$ cat config.mk
export PLATFORM = sky130hd
export DESIGN_NAME = ssm_ctrl
export DESIGN_NICKNAME = d
export VERILOG_FILES = /design/src/rtl/ssm_ctrl.v /design/src/rtl/ssm_pwm.v
export VERILOG_INCLUDE_DIRS = /design/src /design/src/rtl
export SDC_FILE = /design/constraint.sdc
export NUM_CORES = 1
export LEC_CHECK = 0
export ABC_AREA = 1
export BUFFER_PORTS_ARGS = -buffer_cell sky130_fd_sc_hd__buf_2
export CORE_MARGIN = 3
export CORE_UTILIZATION = 35
export CTS_BUF_LIST = sky130_fd_sc_hd__clkbuf_16
export DETAILED_ROUTE_END_ITERATION = 8
export PLACE_DENSITY = 0.51
export RECOVER_POWER = 50
export SLEW_MARGIN = 20
export SYNTH_ARGS = -nofsm -noshare
export SYNTH_HDL_FRONTEND = slang
export SYNTH_SLANG_ARGS = --single-unit
$ cat constraint.sdc
create_clock -name clk_sys -period 10 [get_ports clk_sys]
set_input_delay 2 -clock clk_sys [delete_from_list [all_inputs] [get_ports clk_sys]]
set_output_delay 2 -clock clk_sys [all_outputs]
set_load 0.02 [all_outputs]
$ cat src/rtl/ssm_defines.vh
/*
 * Constants for the supply sequence and margin controller: command codes,
 * field positions, reset values and timing counts.
 * Assumes a 20 MHz system clock; included by bare name.
 */
`ifndef SSM_DEFINES_VH
`define SSM_DEFINES_VH

// command codes of the two configuration registers
`define SSM_CMD_MARGIN_CFG   8'hDF
`define SSM_CMD_SEQ_CFG      8'hE8

// reset values
`define SSM_MARGIN_RESET     16'h0000
`define SSM_SEQ_RESET        32'h00000000

// sequence_start_configuration fields
`define SSM_SEQ_MASK_HI      31
`define SSM_SEQ_MASK_LO      16
`define SSM_SIGNATURE_MATCH_CODE_HI     11
`define SSM_SIGNATURE_MATCH_CODE_LO     8
`define SSM_SEQ_COND_HI      5
`define SSM_SEQ_COND_LO      4
`define SSM_SEQ_CHOICE_BIT   0
`define SSM_SEQ_RW_MASK      32'hFFFF0F31

// start condition encodings
`define SSM_COND_DECODED     2'h0
`define SSM_COND_GOODNESS    2'h1
`define SSM_COND_SIGNATURE   2'h2

// margin_configuration fields
`define SSM_MRG_SLOPE_BIT    15
`define SSM_MRG_OPEN_BIT     14
`define SSM_MRG_RW_MASK      16'hC0FF

// operating margin states
`define SSM_MARGIN_OFF       2'h0
`define SSM_MARGIN_LOW       2'h1
`define SSM_MARGIN_HIGH      2'h2

// timing
`define SSM_CLK_HZ           20000000
`define SSM_MS_CYCLES        (`SSM_CLK_HZ / 1000)
`define SSM_PWM_HZ_X10       3125000
`define SSM_PWM_PERIOD       (`SSM_CLK_HZ * 10 / `SSM_PWM_HZ_X10)
`define SSM_HOLDOFF_MS       100
`define SSM_AVG_SAMPLES      4
`define SSM_FULL_SCALE       8'hFF

`endif

$ cat src/rtl/ssm_ctrl.v
/*
 * One channel of the supply sequence and margin controller: start
 * condition selection with on/off delay, and closed-loop margining by PWM
 * (channels 0-7) or external current DAC code (channels 8-11).
 * Assumes registers are reached by command code; voltage samples, targets
 * and the signature decoder run on clk_sys; pins pass two flip-flops.
 */
// What this block does
// - output follows start condition only after it stays stable for the delay
// - condition 00 waits for decoded start a or b chosen by bit 0
// - condition 01 starts when all masked goodness inputs are asserted
// - mask bit N+16 belongs to channel N; cleared bit excludes it
// - condition 10 starts when seen signature equals bits 11:8
// - signature code 0000 disables; 1 to 15 select signatures 1 to 15
// - unused configuration bits always read back as zero
// - non-PWM pin function takes priority; margining does not drive pin
// - channels 0 to 7 margin through their PWM at 312.5kHz
// - channels 8 to 11 margin through one external current DAC output
// - PWM and DAC outputs are high impedance while margining inactive
// - margining starts only with margin command and all supplies good
// - average four samples per 20ms, then step setting once
// - bit 15 picks slope: 0 negative, 1 positive
// - bit 14 holds the initial level with no closed-loop correction
// - initial level loads as starting PWM duty when margining begins; DAC channels start at code 0
// - overshoot on first step or saturation raises a margin fault
// - after margining with faults ignored, suspend monitoring 100ms
`timescale 1ns/100ps
`include "ssm_defines.vh"

module ssm_ctrl
#(
    parameter        CHANNEL   = 0,
    parameter [31:0] MS_CYCLES = `SSM_MS_CYCLES
)
(
    clk_sys,
    rstn,
    cmd_code,
    cmd_write,
    cmd_wdata,
    cmd_rdata,
    decoded_start_a,
    decoded_start_b,
    goodness_inputs,
    signature_seen,
    on_delay_sel,
    off_delay_sel,
    control_input_pin,
    supply_enable_out,
    margin_state,
    all_supplies_good,
    pin_is_pwm,
    ignore_faults,
    vout_sample,
    sample_strobe,
    target_high,
    target_low,
    margin_output_pin,
    margin_output_oe,
    dac_code,
    dac_output_oe,
    margin_fault,
    monitor_suspend
);
    input  wire        clk_sys;
    input  wire        rstn;
    input  wire [7:0]  cmd_code;
    input  wire        cmd_write;
    input  wire [31:0] cmd_wdata;
    output reg  [31:0] cmd_rdata;
    input  wire        decoded_start_a;
    input  wire        decoded_start_b;
    input  wire [15:0] goodness_inputs;
    input  wire [3:0]  signature_seen;
    input  wire [3:0]  on_delay_sel;
    input  wire [3:0]  off_delay_sel;
    input  wire        control_input_pin;
    output reg         supply_enable_out;
    input  wire [1:0]  margin_state;
    input  wire        all_supplies_good;
    input  wire        pin_is_pwm;
    input  wire        ignore_faults;
    input  wire [15:0] vout_sample;
    input  wire        sample_strobe;
    input  wire [15:0] target_high;
    input  wire [15:0] target_low;
    output reg         margin_output_pin;
    output reg         margin_output_oe;
    output reg  [7:0]  dac_code;
    output reg         dac_output_oe;
    output reg         margin_fault;
    output reg         monitor_suspend;

    localparam        IS_DAC  = (CHANNEL >= 8);
    localparam [1:0]  ST_IDLE = 2'h0;
    localparam [1:0]  ST_WAIT = 2'h1;
    localparam [1:0]  ST_RUN  = 2'h2;
    localparam [1:0]  ST_HOLD = 2'h3;
    localparam [24:0] MS_LAST = MS_CYCLES[24:0] - 25'h0000001;
    localparam [31:0] HOLD_FULL = `SSM_HOLDOFF_MS;
    localparam [6:0]  HOLD_LAST = HOLD_FULL[6:0];

    // delay code to milliseconds
    function [11:0] delay_ms;
        input [3:0] code;
        begin
            case (code)
                4'h0:    delay_ms = 12'd0;
                4'h1:    delay_ms = 12'd5;
                4'h2:    delay_ms = 12'd10;
                4'h3:    delay_ms = 12'd20;
                4'h4:    delay_ms = 12'd40;
                4'h5:    delay_ms = 12'd60;
                4'h6:    delay_ms = 12'd80;
                4'h7:    delay_ms = 12'd100;
                4'h8:    delay_ms = 12'd200;
                4'h9:    delay_ms = 12'd400;
                4'hA:    delay_ms = 12'd600;
                4'hB:    delay_ms = 12'd800;
                4'hC:    delay_ms = 12'd1000;
                4'hD:    delay_ms = 12'd1500;
                4'hE:    delay_ms = 12'd2000;
                default: delay_ms = 12'd4000;
            endcase
        end
    endfunction

    // one count up or down, held at the ends
    function [7:0] step_sat;
        input [7:0] level;
        input       up;
        begin
            if (up)
                step_sat = (level == `SSM_FULL_SCALE) ? level : level + 8'h01;
            else
                step_sat = (level == 8'h00) ? level : level - 8'h01;
        end
    endfunction

    reg  [15:0] margin_cfg;
    reg  [31:0] seq_cfg;
    reg         ctl_meta;
    reg         ctl_sync;
    reg  [24:0] ms_count;
    reg         ms_tick;
    reg  [11:0] dly_count;
    reg  [1:0]  state;
    reg  [7:0]  level;
    reg  [17:0] sum;
    reg  [1:0]  nsamp;
    reg         first_step;
    reg         ran_ignored;
    reg  [6:0]  hold_ms;
    reg         raw_start;
    reg  [15:0] masked;
    wire [1:0]  cond;
    wire [3:0]  match_code;
    wire [15:0] avg;
    wire [17:0] next_sum;
    wire [15:0] target;
    wire        want_up;
    wire        setting_up;
    wire        margin_req;
    wire        pwm_raw;
    wire [11:0] dly_limit;

    assign cond       = seq_cfg[`SSM_SEQ_COND_HI:`SSM_SEQ_COND_LO];
    assign match_code = seq_cfg[`SSM_SIGNATURE_MATCH_CODE_HI:`SSM_SIGNATURE_MATCH_CODE_LO];
    assign next_sum   = sum + {2'b00, vout_sample};
    assign avg        = next_sum[17:2];
    assign margin_req = (margin_state == `SSM_MARGIN_LOW) ||
                        (margin_state == `SSM_MARGIN_HIGH);
    assign target     = (margin_state == `SSM_MARGIN_HIGH) ? target_high : target_low;
    assign want_up    = (avg < target);
    // raise voltage: positive slope raises setting, negative lowers it
    assign setting_up = margin_cfg[`SSM_MRG_SLOPE_BIT] ? want_up : ~want_up;
    assign dly_limit  = raw_start ? delay_ms(on_delay_sel) : delay_ms(off_delay_sel);

    // pin input synchroniser
    always @(posedge clk_sys or negedge rstn)
    begin
        if (!rstn)
        begin
            ctl_meta <= 1'b0;
            ctl_sync <= 1'b0;
        end
        else
        begin
            ctl_meta <= control_input_pin;
            ctl_sync <= ctl_meta;
        end
    end

    // start condition select
    always @*
    begin
        masked = goodness_inputs | ~seq_cfg[`SSM_SEQ_MASK_HI:`SSM_SEQ_MASK_LO];
        case (cond)
            `SSM_COND_DECODED:
                raw_start = seq_cfg[`SSM_SEQ_CHOICE_BIT] ? decoded_start_b
                                                         : decoded_start_a;
            `SSM_COND_GOODNESS:
                raw_start = &masked;
            `SSM_COND_SIGNATURE:
                raw_start = (match_code != 4'h0) && (signature_seen == match_code);
            default:
                raw_start = 1'b0;
        endcase
        raw_start = raw_start & ctl_sync;
    end

    // register writes and reads
    always @(posedge clk_sys or negedge rstn)
    begin
        if (!rstn)
        begin
            margin_cfg <= `SSM_MARGIN_RESET;
            seq_cfg    <= `SSM_SEQ_RESET;
            cmd_rdata  <= 32'h00000000;
        end
        else
        begin
            if (cmd_write && cmd_code == `SSM_CMD_MARGIN_CFG)
                margin_cfg <= cmd_wdata[15:0] & `SSM_MRG_RW_MASK;
            if (cmd_write && cmd_code == `SSM_CMD_SEQ_CFG)
                seq_cfg <= cmd_wdata & `SSM_SEQ_RW_MASK;
            case (cmd_code)
                `SSM_CMD_MARGIN_CFG: cmd_rdata <= {16'h0000, margin_cfg};
                `SSM_CMD_SEQ_CFG:    cmd_rdata <= seq_cfg;
                default:             cmd_rdata <= 32'h00000000;
            endcase
        end
    end

    // millisecond tick
    always @(posedge clk_sys or negedge rstn)
    begin
        if (!rstn)
        begin
            ms_count <= 25'h0000000;
            ms_tick  <= 1'b0;
        end
        else
        begin
            ms_tick  <= (ms_count == MS_LAST);
            ms_count <= (ms_count == MS_LAST) ? 25'h0000000 : ms_count + 25'h0000001;
        end
    end

    // on/off delay: a change must stand for the whole delay
    always @(posedge clk_sys or negedge rstn)
    begin
        if (!rstn)
        begin
            dly_count         <= 12'h000;
            supply_enable_out <= 1'b0;
        end
        else if (raw_start == supply_enable_out)
            dly_count <= 12'h000;
        else if (dly_count >= dly_limit)
        begin
            supply_enable_out <= raw_start;
            dly_count         <= 12'h000;
        end
        else if (ms_tick)
            dly_count <= dly_count + 12'h001;
    end

    // margining engine
    always @(posedge clk_sys or negedge rstn)
    begin
        if (!rstn)
        begin
            state        <= ST_IDLE;
            level        <= 8'h00;
            sum          <= 18'h00000;
            nsamp        <= 2'h0;
            first_step   <= 1'b0;
            ran_ignored  <= 1'b0;
            hold_ms      <= 7'h00;
            margin_fault <= 1'b0;
        end
        else
        begin
            case (state)
                ST_IDLE:
                begin
                    margin_fault <= 1'b0;
                    if (margin_req)
                        state <= ST_WAIT;
                end
                ST_WAIT:
                begin
                    if (!margin_req)
                        state <= ST_IDLE;
                    else if (all_supplies_good)
                    begin
                        state       <= ST_RUN;
                        level       <= IS_DAC ? 8'h00 : margin_cfg[7:0];
                        sum         <= 18'h00000;
                        nsamp       <= 2'h0;
                        first_step  <= 1'b1;
                        ran_ignored <= ignore_faults;
                    end
                end
                ST_RUN:
                begin
                    if (ignore_faults)
                        ran_ignored <= 1'b1;
                    if (!margin_req)
                    begin
                        state   <= ran_ignored ? ST_HOLD : ST_IDLE;
                        hold_ms <= 7'h00;
                    end
                    else if (margin_cfg[`SSM_MRG_OPEN_BIT])
                        level <= margin_cfg[7:0];
                    else if (sample_strobe)
                    begin
                        nsamp <= nsamp + 2'h1;
                        sum   <= (nsamp == 2'h3) ? 18'h00000 : next_sum;
                        if (nsamp == 2'h3 && avg != target)
                        begin
                            level      <= step_sat(level, setting_up);
                            first_step <= 1'b0;
                            // overshoot on the first step, or stuck at an end
                            if ((first_step && !want_up &&
                                 margin_state == `SSM_MARGIN_HIGH) ||
                                (first_step && want_up &&
                                 margin_state == `SSM_MARGIN_LOW) ||
                                (setting_up && level == `SSM_FULL_SCALE) ||
                                (!setting_up && level == 8'h00))
                                margin_fault <= 1'b1;
                        end
                        else if (nsamp == 2'h3)
                            first_step <= 1'b0;
                    end
                end
                ST_HOLD:
                begin
                    // margining is over, so its fault no longer stands
                    margin_fault <= 1'b0;
                    if (ms_tick)
                        hold_ms <= hold_ms + 7'h01;
                    if (hold_ms == HOLD_LAST)
                        state <= ST_IDLE;
                end
                default:
                    state <= ST_IDLE;
            endcase
        end
    end

    // fault monitoring held off after an ignored-fault margin run
    always @(posedge clk_sys or negedge rstn)
    begin
        if (!rstn)
            monitor_suspend <= 1'b0;
        else
            monitor_suspend <= (state == ST_HOLD) &&
                               (hold_ms != HOLD_LAST);
    end

    ssm_pwm u_pwm
    (
        .clk_sys (clk_sys),
        .rstn    (rstn),
        .duty    (level),
        .pwm_out (pwm_raw)
    );

    // output drivers, high impedance when not margining
    always @(posedge clk_sys or negedge rstn)
    begin
        if (!rstn)
        begin
            margin_output_pin <= 1'b0;
            margin_output_oe  <= 1'b0;
            dac_code          <= 8'h00;
            dac_output_oe     <= 1'b0;
        end
        else
        begin
            margin_output_pin <= pwm_raw;
            margin_output_oe  <= !IS_DAC && (state == ST_RUN) && pin_is_pwm;
            dac_code          <= IS_DAC ? level : 8'h00;
            dac_output_oe     <= IS_DAC && (state == ST_RUN);
        end
    end
endmodule

$ cat src/rtl/ssm_pwm.v
/*
 * Fixed-frequency PWM generator for margining, 64 clocks per period.
 * Assumes duty changes are taken at any time; output is a flip-flop.
 */
`timescale 1ns/100ps
`include "ssm_defines.vh"

module ssm_pwm
(
    clk_sys,
    rstn,
    duty,
    pwm_out
);
    input  wire       clk_sys;
    input  wire       rstn;
    input  wire [7:0] duty;
    output reg        pwm_out;

    localparam [31:0] LAST_FULL = `SSM_PWM_PERIOD - 1;
    localparam [5:0]  LAST      = LAST_FULL[5:0];

    reg  [5:0] phase;
    wire [7:0] phase_scaled;

    // phase scaled to the 8-bit duty range
    assign phase_scaled = {phase, 2'b00};

    // period counter and compare
    always @(posedge clk_sys or negedge rstn)
    begin
        if (!rstn)
        begin
            phase   <= 6'h00;
            pwm_out <= 1'b0;
        end
        else
        begin
            phase   <= (phase == LAST) ? 6'h00 : phase + 6'h01;
            pwm_out <= (phase_scaled < duty);
        end
    end
endmodule

Yosys cells after proc, flatten, opt, wreduce, memory -nomap -nowiden --
Memories as Yosys holds them, arrays and structs flattened. Cells that the tools add are included.
Storage, ports and cells: bits in registers 156, bits in read-only memories 384, input bits 128, memories kept 2
Cells by class: add/subtract/negate cells 8, $lt $le $gt $ge 3, eq/ne operators 36, multiplexer cells 62, bitwise gates (word level) 5, reduce and logical (&&, ||, !) cells 36
Memories:
- (name not given) | words 16, width 12, read ports 1, clocked after Yosys merged registers in 0, write ports 0, RTL line ssm_ctrl.v:107 | case (code)
- (name not given) | words 16, width 12, read ports 1, clocked after Yosys merged registers in 0, write ports 0, RTL line ssm_ctrl.v:107
Operators by type and width (count):
- $mux W18 | 6
- $mux W8 | 9
- $pmux W32 S2 | 1
- $mux W12 | 4
- $pmux W18 S2 | 1
- $add A25 B1 Y25 const B | 1
- $eq A25 B15 Y1 const B | 1
- $mux W25 | 1
- $eq A8 B8 Y1 const B | 3
- $ne A2 B2 Y1 const B | 12
- $mux W2 | 11
- $add A18 B16 Y18 | 1
- $mux W1 | 17
- $lt A16 B16 Y1 | 1
- $mux W16 | 1
- $ne A16 B16 Y1 | 1
- $not A16 Y16 | 1
- $or A16 B16 Y16 | 1
- $pmux W8 S2 | 1
- $reduce_and A16 Y1 | 1
- $mux W7 | 2
- $pmux W7 S2 | 1
- $add A12 B1 Y12 const B | 1
- $ge A12 B12 Y1 | 1
- 37 further kinds | 70

Depth between registers and ports, before layout --
Gate-level depths: netlist (run 1).
word-level depth 15, mapped depth 32, mapped depth without buffers 32

Hierarchy --
From an unflattened synthesis (run 1), not the netlist that was laid out.
Unflattened totals: cell total of the unflattened synthesis 1132, area total of the unflattened synthesis 9380.2 um2
By module, submodules not included:
- ssm_ctrl | instances 1, cells an instance 1078, area each 8936.1 um2, seq. area each 3678.5 um2
- ssm_pwm | instances 1, cells an instance 54, area each 444.2 um2, seq. area each 175.2 um2

Worst setup path before layout (run 1) --
OpenSTA, ideal clock, no wires.
path type input to register, start input vout_sample[0], end register level[6], data arrival time 5530 ps, data required time 9871 ps, setup slack 4340 ps, cell stages on the path 30, buffers on the path 0, cell sequence ha_1 > inv_1 > fa_1 > inv_1 > nand2_1 > o211ai_1 > nand2_1 > nand2_1 > nand4_1 > nand2_1 > xor2_1 > ha_1 > nand2_1 > o21bai_1 > nand2_1 > a21oi_2 > nand2_1 > nand2_1 > nand2_1 > inv_1 > ha_1 > a21oi_1 > nand2_1 > nand2_1 > nand2_1 > a21oi_1 > xor2_1 > o21ai_0 > nand2_1 > o21ai_0
Between the ends: longest elaborated chain between the ends 10, elaborated cells on any way between the ends 16, those cells by class 1 x add/sub; 1 x order compare; 4 x eq/ne; 7 x mux; 1 x bitwise; 2 x reduce/logical
Ends and longest elaborated chain:
- start, declared | RTL line ssm_ctrl.v:83 | input wire [15:0] vout_sample;
- $add A18 B16 Y18 * | RTL line ssm_ctrl.v:169 | assign next_sum = sum + {2'b00, vout_sample};
- $lt A16 B16 Y1 | RTL line ssm_ctrl.v:174 | assign want_up = (avg < target);
- $not A1 Y1 | RTL line ssm_ctrl.v:176 | assign setting_up = margin_cfg[`SSM_MRG_SLOPE_BIT] ? want_up : ~want_up;
- $mux W1 | RTL line ssm_ctrl.v:176
- $mux W8 | RTL line ssm_ctrl.v:133 | if (up)
- $mux W8 | RTL line ssm_ctrl.v:321 | if (nsamp == 2'h3 && avg != target)
- $mux W8 | RTL line ssm_ctrl.v:317 | else if (sample_strobe)
- $mux W8 | RTL line ssm_ctrl.v:315 | else if (margin_cfg[`SSM_MRG_OPEN_BIT])
- $mux W8 | RTL line ssm_ctrl.v:310 | if (!margin_req)
- $pmux W8 S2 | RTL line ssm_ctrl.v:285 | case (state)
- end signal, assigned | RTL line ssm_ctrl.v:299 | level <= IS_DAC ? 8'h00 : margin_cfg[7:0];
- end signal, assigned | RTL line ssm_ctrl.v:316 | level <= margin_cfg[7:0];
- end signal, assigned | RTL line ssm_ctrl.v:323 | level <= step_sat(level, setting_up);
- end, declared | RTL line ssm_ctrl.v:148 | reg [7:0] level;
Mark *: on every way between the ends. The rest lies on a longest branch, timed or not. The select of a mux whose other input is x is not followed. A chain may end at the register's enable or synchronous reset.

Worst setup path in the final report (run 1) --
Ends and elaborated chain as after synthesis.

==> results.py, run 1 <==
metrics = {
    "synthesis": {
        "ys_ff_latch": 154,
        "seq_area_frac_synth_pct": 41.03,
        "synth.avg_cell_area_um2": 8.260,
        "synth_edf_count": 0,
        "yosys.area.top_type": "dfrtp_1",
        "synth.most_common_cell": "nand2_1",
        "synth.area.top_cells": "dfrtp_1 (41%), ha_1 (11%), nand2_1 (7.2%), inv_1 (5.9%), nor2_1 (5.5%)",
        "ys_async_sr_fraction_pct": 100.0,
        "syn_area_um2": 9392,
        "yosys_warnings": 0,
        "synth.top_cell.area_share_pct": 41.03,
        "synthFlopType": "dfrtp_1",
        "synthCells": 1137,
        "yosysUniqueCellTypes": 55,
        "synth_common_cells": "nand2_1 (180), dfrtp_1 (154), inv_1 (148)",
    },
    "critical_path": {
        "reg2regPathDepth": 30,
        "crit_fanout": 6,
        "crit_cells": 31,
        "crit_path_end_kind": "flop",
        "slowest_stage": "fa_1",
        "start_kind": "input port",
        "crit_arrival_ps": 6430,
        "path_common_cell": "nand2_1",
        "critical_path.top_delay_family": "simple AND/OR/NAND/NOR gates",
        "cp.required_ps": 10290,
        "critical_path_class": "input port to flop",
        "cp.buffers_inverters": 4,
        "slowest_delay_ps": 420,
    },
    "flow_run": {
        "cap_violations": 1,
    },
    "drt": {
        "drc_errors": 0,
        "vias": 7825,
        "wl_met3_mm": 1.536,
        "m1WireLength_mm": 11.35,
        "viasPerCell": 4.751,
        "ant_nets": 0,
        "wl_met2_mm": 10.45,
        "drt_iter0_markers": 398,
        "drt_first_pass_iters": 5,
        "top_layer": "met5",
        "wl_per_cell_um": 14.29,
        "drt_wl_total_mm": 23.54,
    },
    "timing": {
        "setup_violations": 0,
        "finalCritPeriodShare_pct": 61.41,
        "fmax_ghz": 0.1628,
        "setup_tns_ps": 0,
        "fin_skew_ps": 20.50,
        "relSlewSlack_pct": -215.2,
        "layout_min_cycle_time_ps": 6141,
        "rsz0062_at_grt": "no",
        "slew_viol_final": 87,
        "worst_pin_slew_ps": 4728,
        "finalHoldViolations": 0,
    },
    "place": {
        "dp_hpwl_mm": 18.03,
        "io_buffer_count": 160,
        "placed_area_um2": 10520,
        "gp_congestion": 0.8920,
    },
    "floorplan": {
        "coreArea_um2": 26210,
        "die_h_um": 169.8,
        "io_pins": 174,
        "start_util_pct": 35.84,
        "row_count": 59,
        "dieArea_um2": 28830,
        "die_x_um": 169.8,
    },
    "clocking": {
        "root_buffer": "clkbuf_16",
        "clock_path_buffers": 2,
        "post_cts_buffers": 0,
        "cts_tree": "yes",
        "cts.sinks": 154,
        "cts_buffers": 17,
        "cts_hold_buf": 0,
        "clk-insertion-delay-late_ps": 430,
        "path_clk_slew_ps": 70,
        "cts_resized": 0,
        "htreeDepth": 4,
    },
    "global_routing": {
        "antenna_found_initial": 1,
        "overflow": 0,
        "grt_pass1_wl_mm": 39.09,
        "grt_max_degree": 87,
        "first_global_vias": 7664,
        "grtUsageTotal_pct": 16.74,
    },
    "cells_and_area": {
        "drive_gt1_share_pct": 14.72,
        "nFillCells": 2735,
        "layout.nets": 1507,
        "fin_area_um2": 11010,
        "area_growth_pct": 17.25,
    },
    "power_and_ir_drop": {
        "ir_drop_uv": 136.6,
        "power_density_nw_per_um2": 198.2,
        "leakagePower_nw": 5.848,
    },
    "hold_path": {
        "holdPathStages": 0,
        "hold_path_class": "flop to flop",
    },
    "run_status": {
        "violations": "capacitance limit, slew limit",
        "status": "finished with violations",
    },
}
-- sequential cells by signal, indices dropped and copies added, names as in the netlist, 2 cells and up --
signal,cells
margin_cfg,10
nsamp,2
dly_count,12
level,8
cmd_rdata,30
u_pwm.phase,6
seq_cfg,23
hold_ms,7
state,2
ms_count,25
sum,18
-- routing by layer --
layer,track usage (%),vias up
met5,0,-
met4,3.450,2
met3,5.311,14
met2,25.84,156
met1,23.22,3582
li1,-,4071
-- power breakdown --
part	internal (mW)	switching (mW)
Combinational	0.292	0.500
Clock	0.336	0.314
Sequential	0.690	0.0510
-- cell families after synthesis --
| family | Yosys count | share of synthesized area [%] |
|---|---|---|
| xor gates and xnor gates | 52 | 4.849 |
| muxes | 18 | 1.932 |
| AOI/OAI and AO/OA | 203 | 12.34 |
| and+or+nand+nor | 445 | 21.01 |
| other | 1 | 0.03993 |
| DFF | 154 | 41.03 |
| adders and majority gates | 81 | 10.95 |
| buffers and inverters | 183 | 7.847 |
-- stage by stage --
| step | hold slack (ps) | utilization [%] | power [mW] | std cells | setup WS, ps |
|---|---|---|---|---|---|
| 2_1_floorplan | 331.2 | - | 1.337 | 1147 | 4340 |
| 3_3_place_gp | 336.4 | 40.12 | 1.538 | 1614 | 3499 |
| 3_5_place_dp | 338.7 | 40.12 | 1.545 | 1614 | 3468 |
| 4_1_cts | 354.8 | 42.38 | 2.212 | 1646 | 3902 |
| 5_1_grt | 355.8 | 42.01 | 2.370 | 1646 | 2959 |
| 6_report | 356.7 | 42.02 | 2.183 | 1647 | 3859 |
-- layout make-up --
class / count / area (um2) / share of cell area, %
antenna: 1 / 2.502 / 0.02272
clock buffer: 17 / 425.4 / 3.863
clock inverter: 15 / 165.2 / 1.500
inverter: 151 / 566.8 / 5.147
multi-input combinational: 810 / 4777 / 43.38
sequential: 154 / 3854 / 35.00
tap: 335 / 419.2 / 3.806
timing repair buffer: 164 / 802.0 / 7.283
-- cells in the final DEF (no fill, tap or decap), types with 4 or more instances in the layout --
master     netlist  layout
a211oi_1         5       5
a21oi_1         79      79
a22o_1           8       8
buf_2            4     140
clkbuf_1        15      21
clkbuf_16        0      17
clkinv_8         0       4
conb_1           1      11
dfrtp_1        154     154
ha_1            79      79
inv_1          148     148
inv_6            0       8
mux2i_1         17      17
nand2_1        180     180
nand3_1         52      54
nand3b_1         4       4
nand4_1         22      22
nor2_1         137     141
nor3_1          16      18
nor4_1           7       8
o211ai_1         4       4
o21ai_0         64      64
o21ai_1          5       5
o22ai_1         16      16
o31ai_1          4       4
xnor2_1         18      18
xor2_1          34      34
-- path summary, 6_finish.rpt --
check,slack (ps),startpoint,to
worst max-delay path,3860,vout_sample[0],level[6]
worst min-delay path,360,ctl_meta,ctl_sync
worst max register to register,5150,sum[0],level[6]
worst min register to register,360,ctl_meta,ctl_sync
max in group asynchronous,3980,rstn,ctl_sync
min in group asynchronous,3270,rstn,sum[15]
Note: power is estimated with default switching activity, not from simulation.
==> inputs of run 2 (changes only) <==
Settings changed: ABC_AREA 1 to 0.
Clock period 10 ns to 5.65 ns, I/O delays scaled along.
==> run 2 against run 1 <==
- the flow still finishes with violations (capacitance limit, slew limit)
- sequential power up 52%
- synthesized area down 3.2%
- register-to-register slack worse by 4700 ps
- total power up 21%
- clock-buffer cell count unchanged
- final cell count down 11%
- worst hold slack better by 12 ps
- synthesized cell count down 21%
- via count down 8.1%
- sequential share of layout area down 1.7 points
- largest cell class unchanged
==> results.py, run 2 <==
metrics = {
    "power_and_ir_drop": {
        "power.total_mw": 2.631,
        "ir_drop_uv": 146.7,
        "leakagePower_nw": 5.772,
        "power_density_nw_per_um2": 227.0,
    },
    "place": {
        "gp_congestion": 0.8101,
        "placed_area_um2": 10720,
        "dp_hpwl_mm": 16.25,
        "io_buffer_count": 160,
    },
    "drt": {
        "ant_nets": 0,
        "vias": 7191,
        "viasPerCell": 4.919,
        "drt_wl_total_mm": 21.73,
        "drc_errors": 0,
        "wl_per_cell_um": 14.86,
        "drt_first_pass_iters": 4,
        "drt_iter0_markers": 262,
    },
    "synthesis": {
        "synth.top_cell.area_share_pct": 42.40,
        "synth_common_cells": "dfrtp_1 (154), ha_1 (79), nor2_1 (62)",
        "yosysUniqueCellTypes": 65,
        "ys_ff_latch": 154,
        "synthFlopType": "dfrtp_1",
        "synth.avg_cell_area_um2": 10.17,
        "yosys_warnings": 0,
        "synthCells": 894,
        "synth.most_common_cell": "dfrtp_1",
        "ys_async_sr_fraction_pct": 100.0,
        "yosys.area.top_type": "dfrtp_1",
        "seq_area_frac_synth_pct": 42.40,
        "synth.area.top_cells": "dfrtp_1 (42%), ha_1 (11%), mux2_2 (4.7%), xnor2_1 (3.3%), xor2_1 (2.9%)",
        "syn_area_um2": 9090,
        "synth_edf_count": 0,
    },
    "clocking": {
        "clk-insertion-delay-late_ps": 430,
        "root_buffer": "clkbuf_16",
        "cts.sinks": 154,
        "cts_hold_buf": 0,
        "clock_path_buffers": 2,
        "htreeDepth": 4,
        "cts_tree": "yes",
        "cts_buffers": 17,
        "path_clk_slew_ps": 70,
    },
    "global_routing": {
        "grt_pass1_wl_mm": 36.30,
        "overflow": 0,
        "antenna_found_initial": 0,
        "grt_max_degree": 57,
        "first_global_vias": 7246,
        "grtUsageTotal_pct": 15.77,
    },
    "cells_and_area": {
        "layout.nets": 1328,
        "largest_reg_flops": 30,
        "drive_gt1_share_pct": 30.12,
        "diodes": 0,
        "final_common_cell": "buf_2",
        "layout_common_cells": "buf_2 (156), dfrtp_1 (154), ha_1 (72), buf_4 (65), nor2_1 (59)",
        "fin_area_um2": 11590,
        "area_growth_pct": 27.52,
        "reg_top3": "cmd_rdata x30, ms_count x25, seq_cfg x23",
        "top_register": "cmd_rdata",
    },
    "critical_path": {
        "start_kind": "input port",
        "rr_startpoint": "sum[0]",
        "cp.required_ps": 5950,
        "startpoint": "vout_sample[0]",
        "timing.rr.end": "level[7]",
        "critical_path_class": "input port to flop",
        "crit_fanout": 5,
        "endpoint": "level[7]",
        "r2r_slack_ps": 440,
        "crit_arrival_ps": 5860,
        "reg2regPathDepth": 27,
        "crit_path_end_kind": "flop",
    },
    "floorplan": {
        "die_x_um": 167.2,
        "dieArea_um2": 27940,
        "io_pins": 174,
        "die_h_um": 167.2,
        "row_count": 58,
        "start_util_pct": 35.89,
        "coreArea_um2": 25330,
    },
    "run_status": {
        "status": "finished with violations",
        "violations": "capacitance limit, slew limit",
    },
    "timing": {
        "finalHoldViolations": 0,
        "finalCritPeriodShare_pct": 98.25,
        "fmax_ghz": 0.1801,
        "layout_min_cycle_time_ps": 5551,
        "slew_viol_final": 56,
        "rsz0062_at_grt": "yes",
        "relSlewSlack_pct": -92.81,
        "worst_pin_slew_ps": 2892,
        "fin_skew_ps": 17.29,
        "setup_violations": 0,
    },
    "flow_run": {
        "cap_violations": 1,
    },
    "hold_path": {
        "hold_path_class": "flop to flop",
    },
}
==> run 2: cell count changes in the layout (fill, tap and decap cells not counted), sizes merged, moves of 13 or more <==
cell / before / now
a21oi: 81 / 42
and2: 1 / 20
buf: 143 / 225
clkbuf: 38 / 23
inv: 160 / 59
mux2: 1 / 38
nand2: 184 / 55
nand2b: 0 / 13
nand3: 55 / 34
nor2: 143 / 62
o21ai: 70 / 41
xnor2: 18 / 34
==> run 2: kinds of logic after synthesis <==
logic type                 count (synthesis)  share of synthesized area, %
and+or+nand+nor                          266                         14.89
adders and majority gates                 81                         11.31
muxes                                     62                         7.350
buffers and inverters                     86                         4.116
DFF                                      154                         42.40
other                                      1                       0.04125
xor gates and xnor gates                  65                         6.346
AOI/OAI and AO/OA                        179                         13.54
==> run 2: worst min path at each step <==
| stage | slack (ps) | cells past startpoint | to | from |
|---|---|---|---|---|
| floorplan | 330 | 0 | ctl_sync | ctl_meta |
| detailed placement | 340 | 0 | ctl_sync | ctl_meta |
| global placement | 330 | 0 | ctl_sync | ctl_meta |
| global route | 380 | 0 | margin_output_pin | u_pwm.pwm_out |
| CTS | 370 | 0 | margin_output_pin | u_pwm.pwm_out |
| finish | 370 | 0 | margin_output_pin | u_pwm.pwm_out |
==> run 2: stage by stage <==
step	utilization [%]	worst slack [ps]	hold WS (ps)	std cells	setup TNS (ps)
6_report	45.77	98.83	368.3	1462	0
5_1_grt	45.77	-155.6	382.3	1462	-449.3
4_1_cts	45.12	24.53	370.1	1456	0
3_5_place_dp	42.34	-523.6	340.4	1418	-2237
3_3_place_gp	42.34	-507.4	334.4	1418	-2177
2_1_floorplan	-	-39.52	331.2	904	-39.52
==> run 2: report_power, final <==
part	switching, mW	total [mW]	internal, mW	leakage (nW)
sequential	0.0115	1.13	1.12	2.04
combinational	0.164	0.309	0.145	3.42
clock	0.577	1.19	0.618	0.306
==> run 2: worst max-delay path, stage by stage <==
cell and delay (ps):
buf_6 90, ha_4 150, inv_2 50, fa_2 210, nor2b_2 50, o31a_1 290, o211a_4 260, o31ai_4 190
o21ai_1 80, a21o_1 180, xor2_1 150, ha_1 320, nand4_1 210, nor2_2 70, a221oi_2 190, or3b_4 460
xor2_4 190, clkinv_4 130, buf_12 150, ha_4 260, nand3_2 50, o211ai_1 240, o21a_1 170, o21ai_2 50
nand2b_1 110, xnor2_2 130, a31oi_1 110, a2bb2oi_2 170
==> run 2: repair_timing <==
| item | in CTS | in global routing |
|---|---|---|
| setup buffers | 7 | 6 |
| resized for setup | 7 | 26 |
| endpoints found under the setup margin | 3 | 6 |
| pin swaps | 18 | 34 |
==> run 2: per-layer routing <==
| layer | vias to the layer above | routed length, um | GRT usage, % |
|---|---|---|---|
| li1 | 3637 | - | - |
| met1 | 3442 | 10240 | 21.39 |
| met2 | 102 | 10310 | 25.91 |
| met3 | 10 | 1036 | 4.297 |
| met4 | 0 | 148 | 2.597 |
| met5 | - | 0 | 0 |
==> run 2: cell type report <==
cell class,instances,area [um2]
Inverter,51,196.4
Clock inverter,15,209.0
Timing Repair Buffer,231,1356
Clock buffer,17,425.4
Sequential cell,154,3854
Multi-Input combinational cell,664,5137
Tap cell,330,412.9
Fill cell,2389,13740
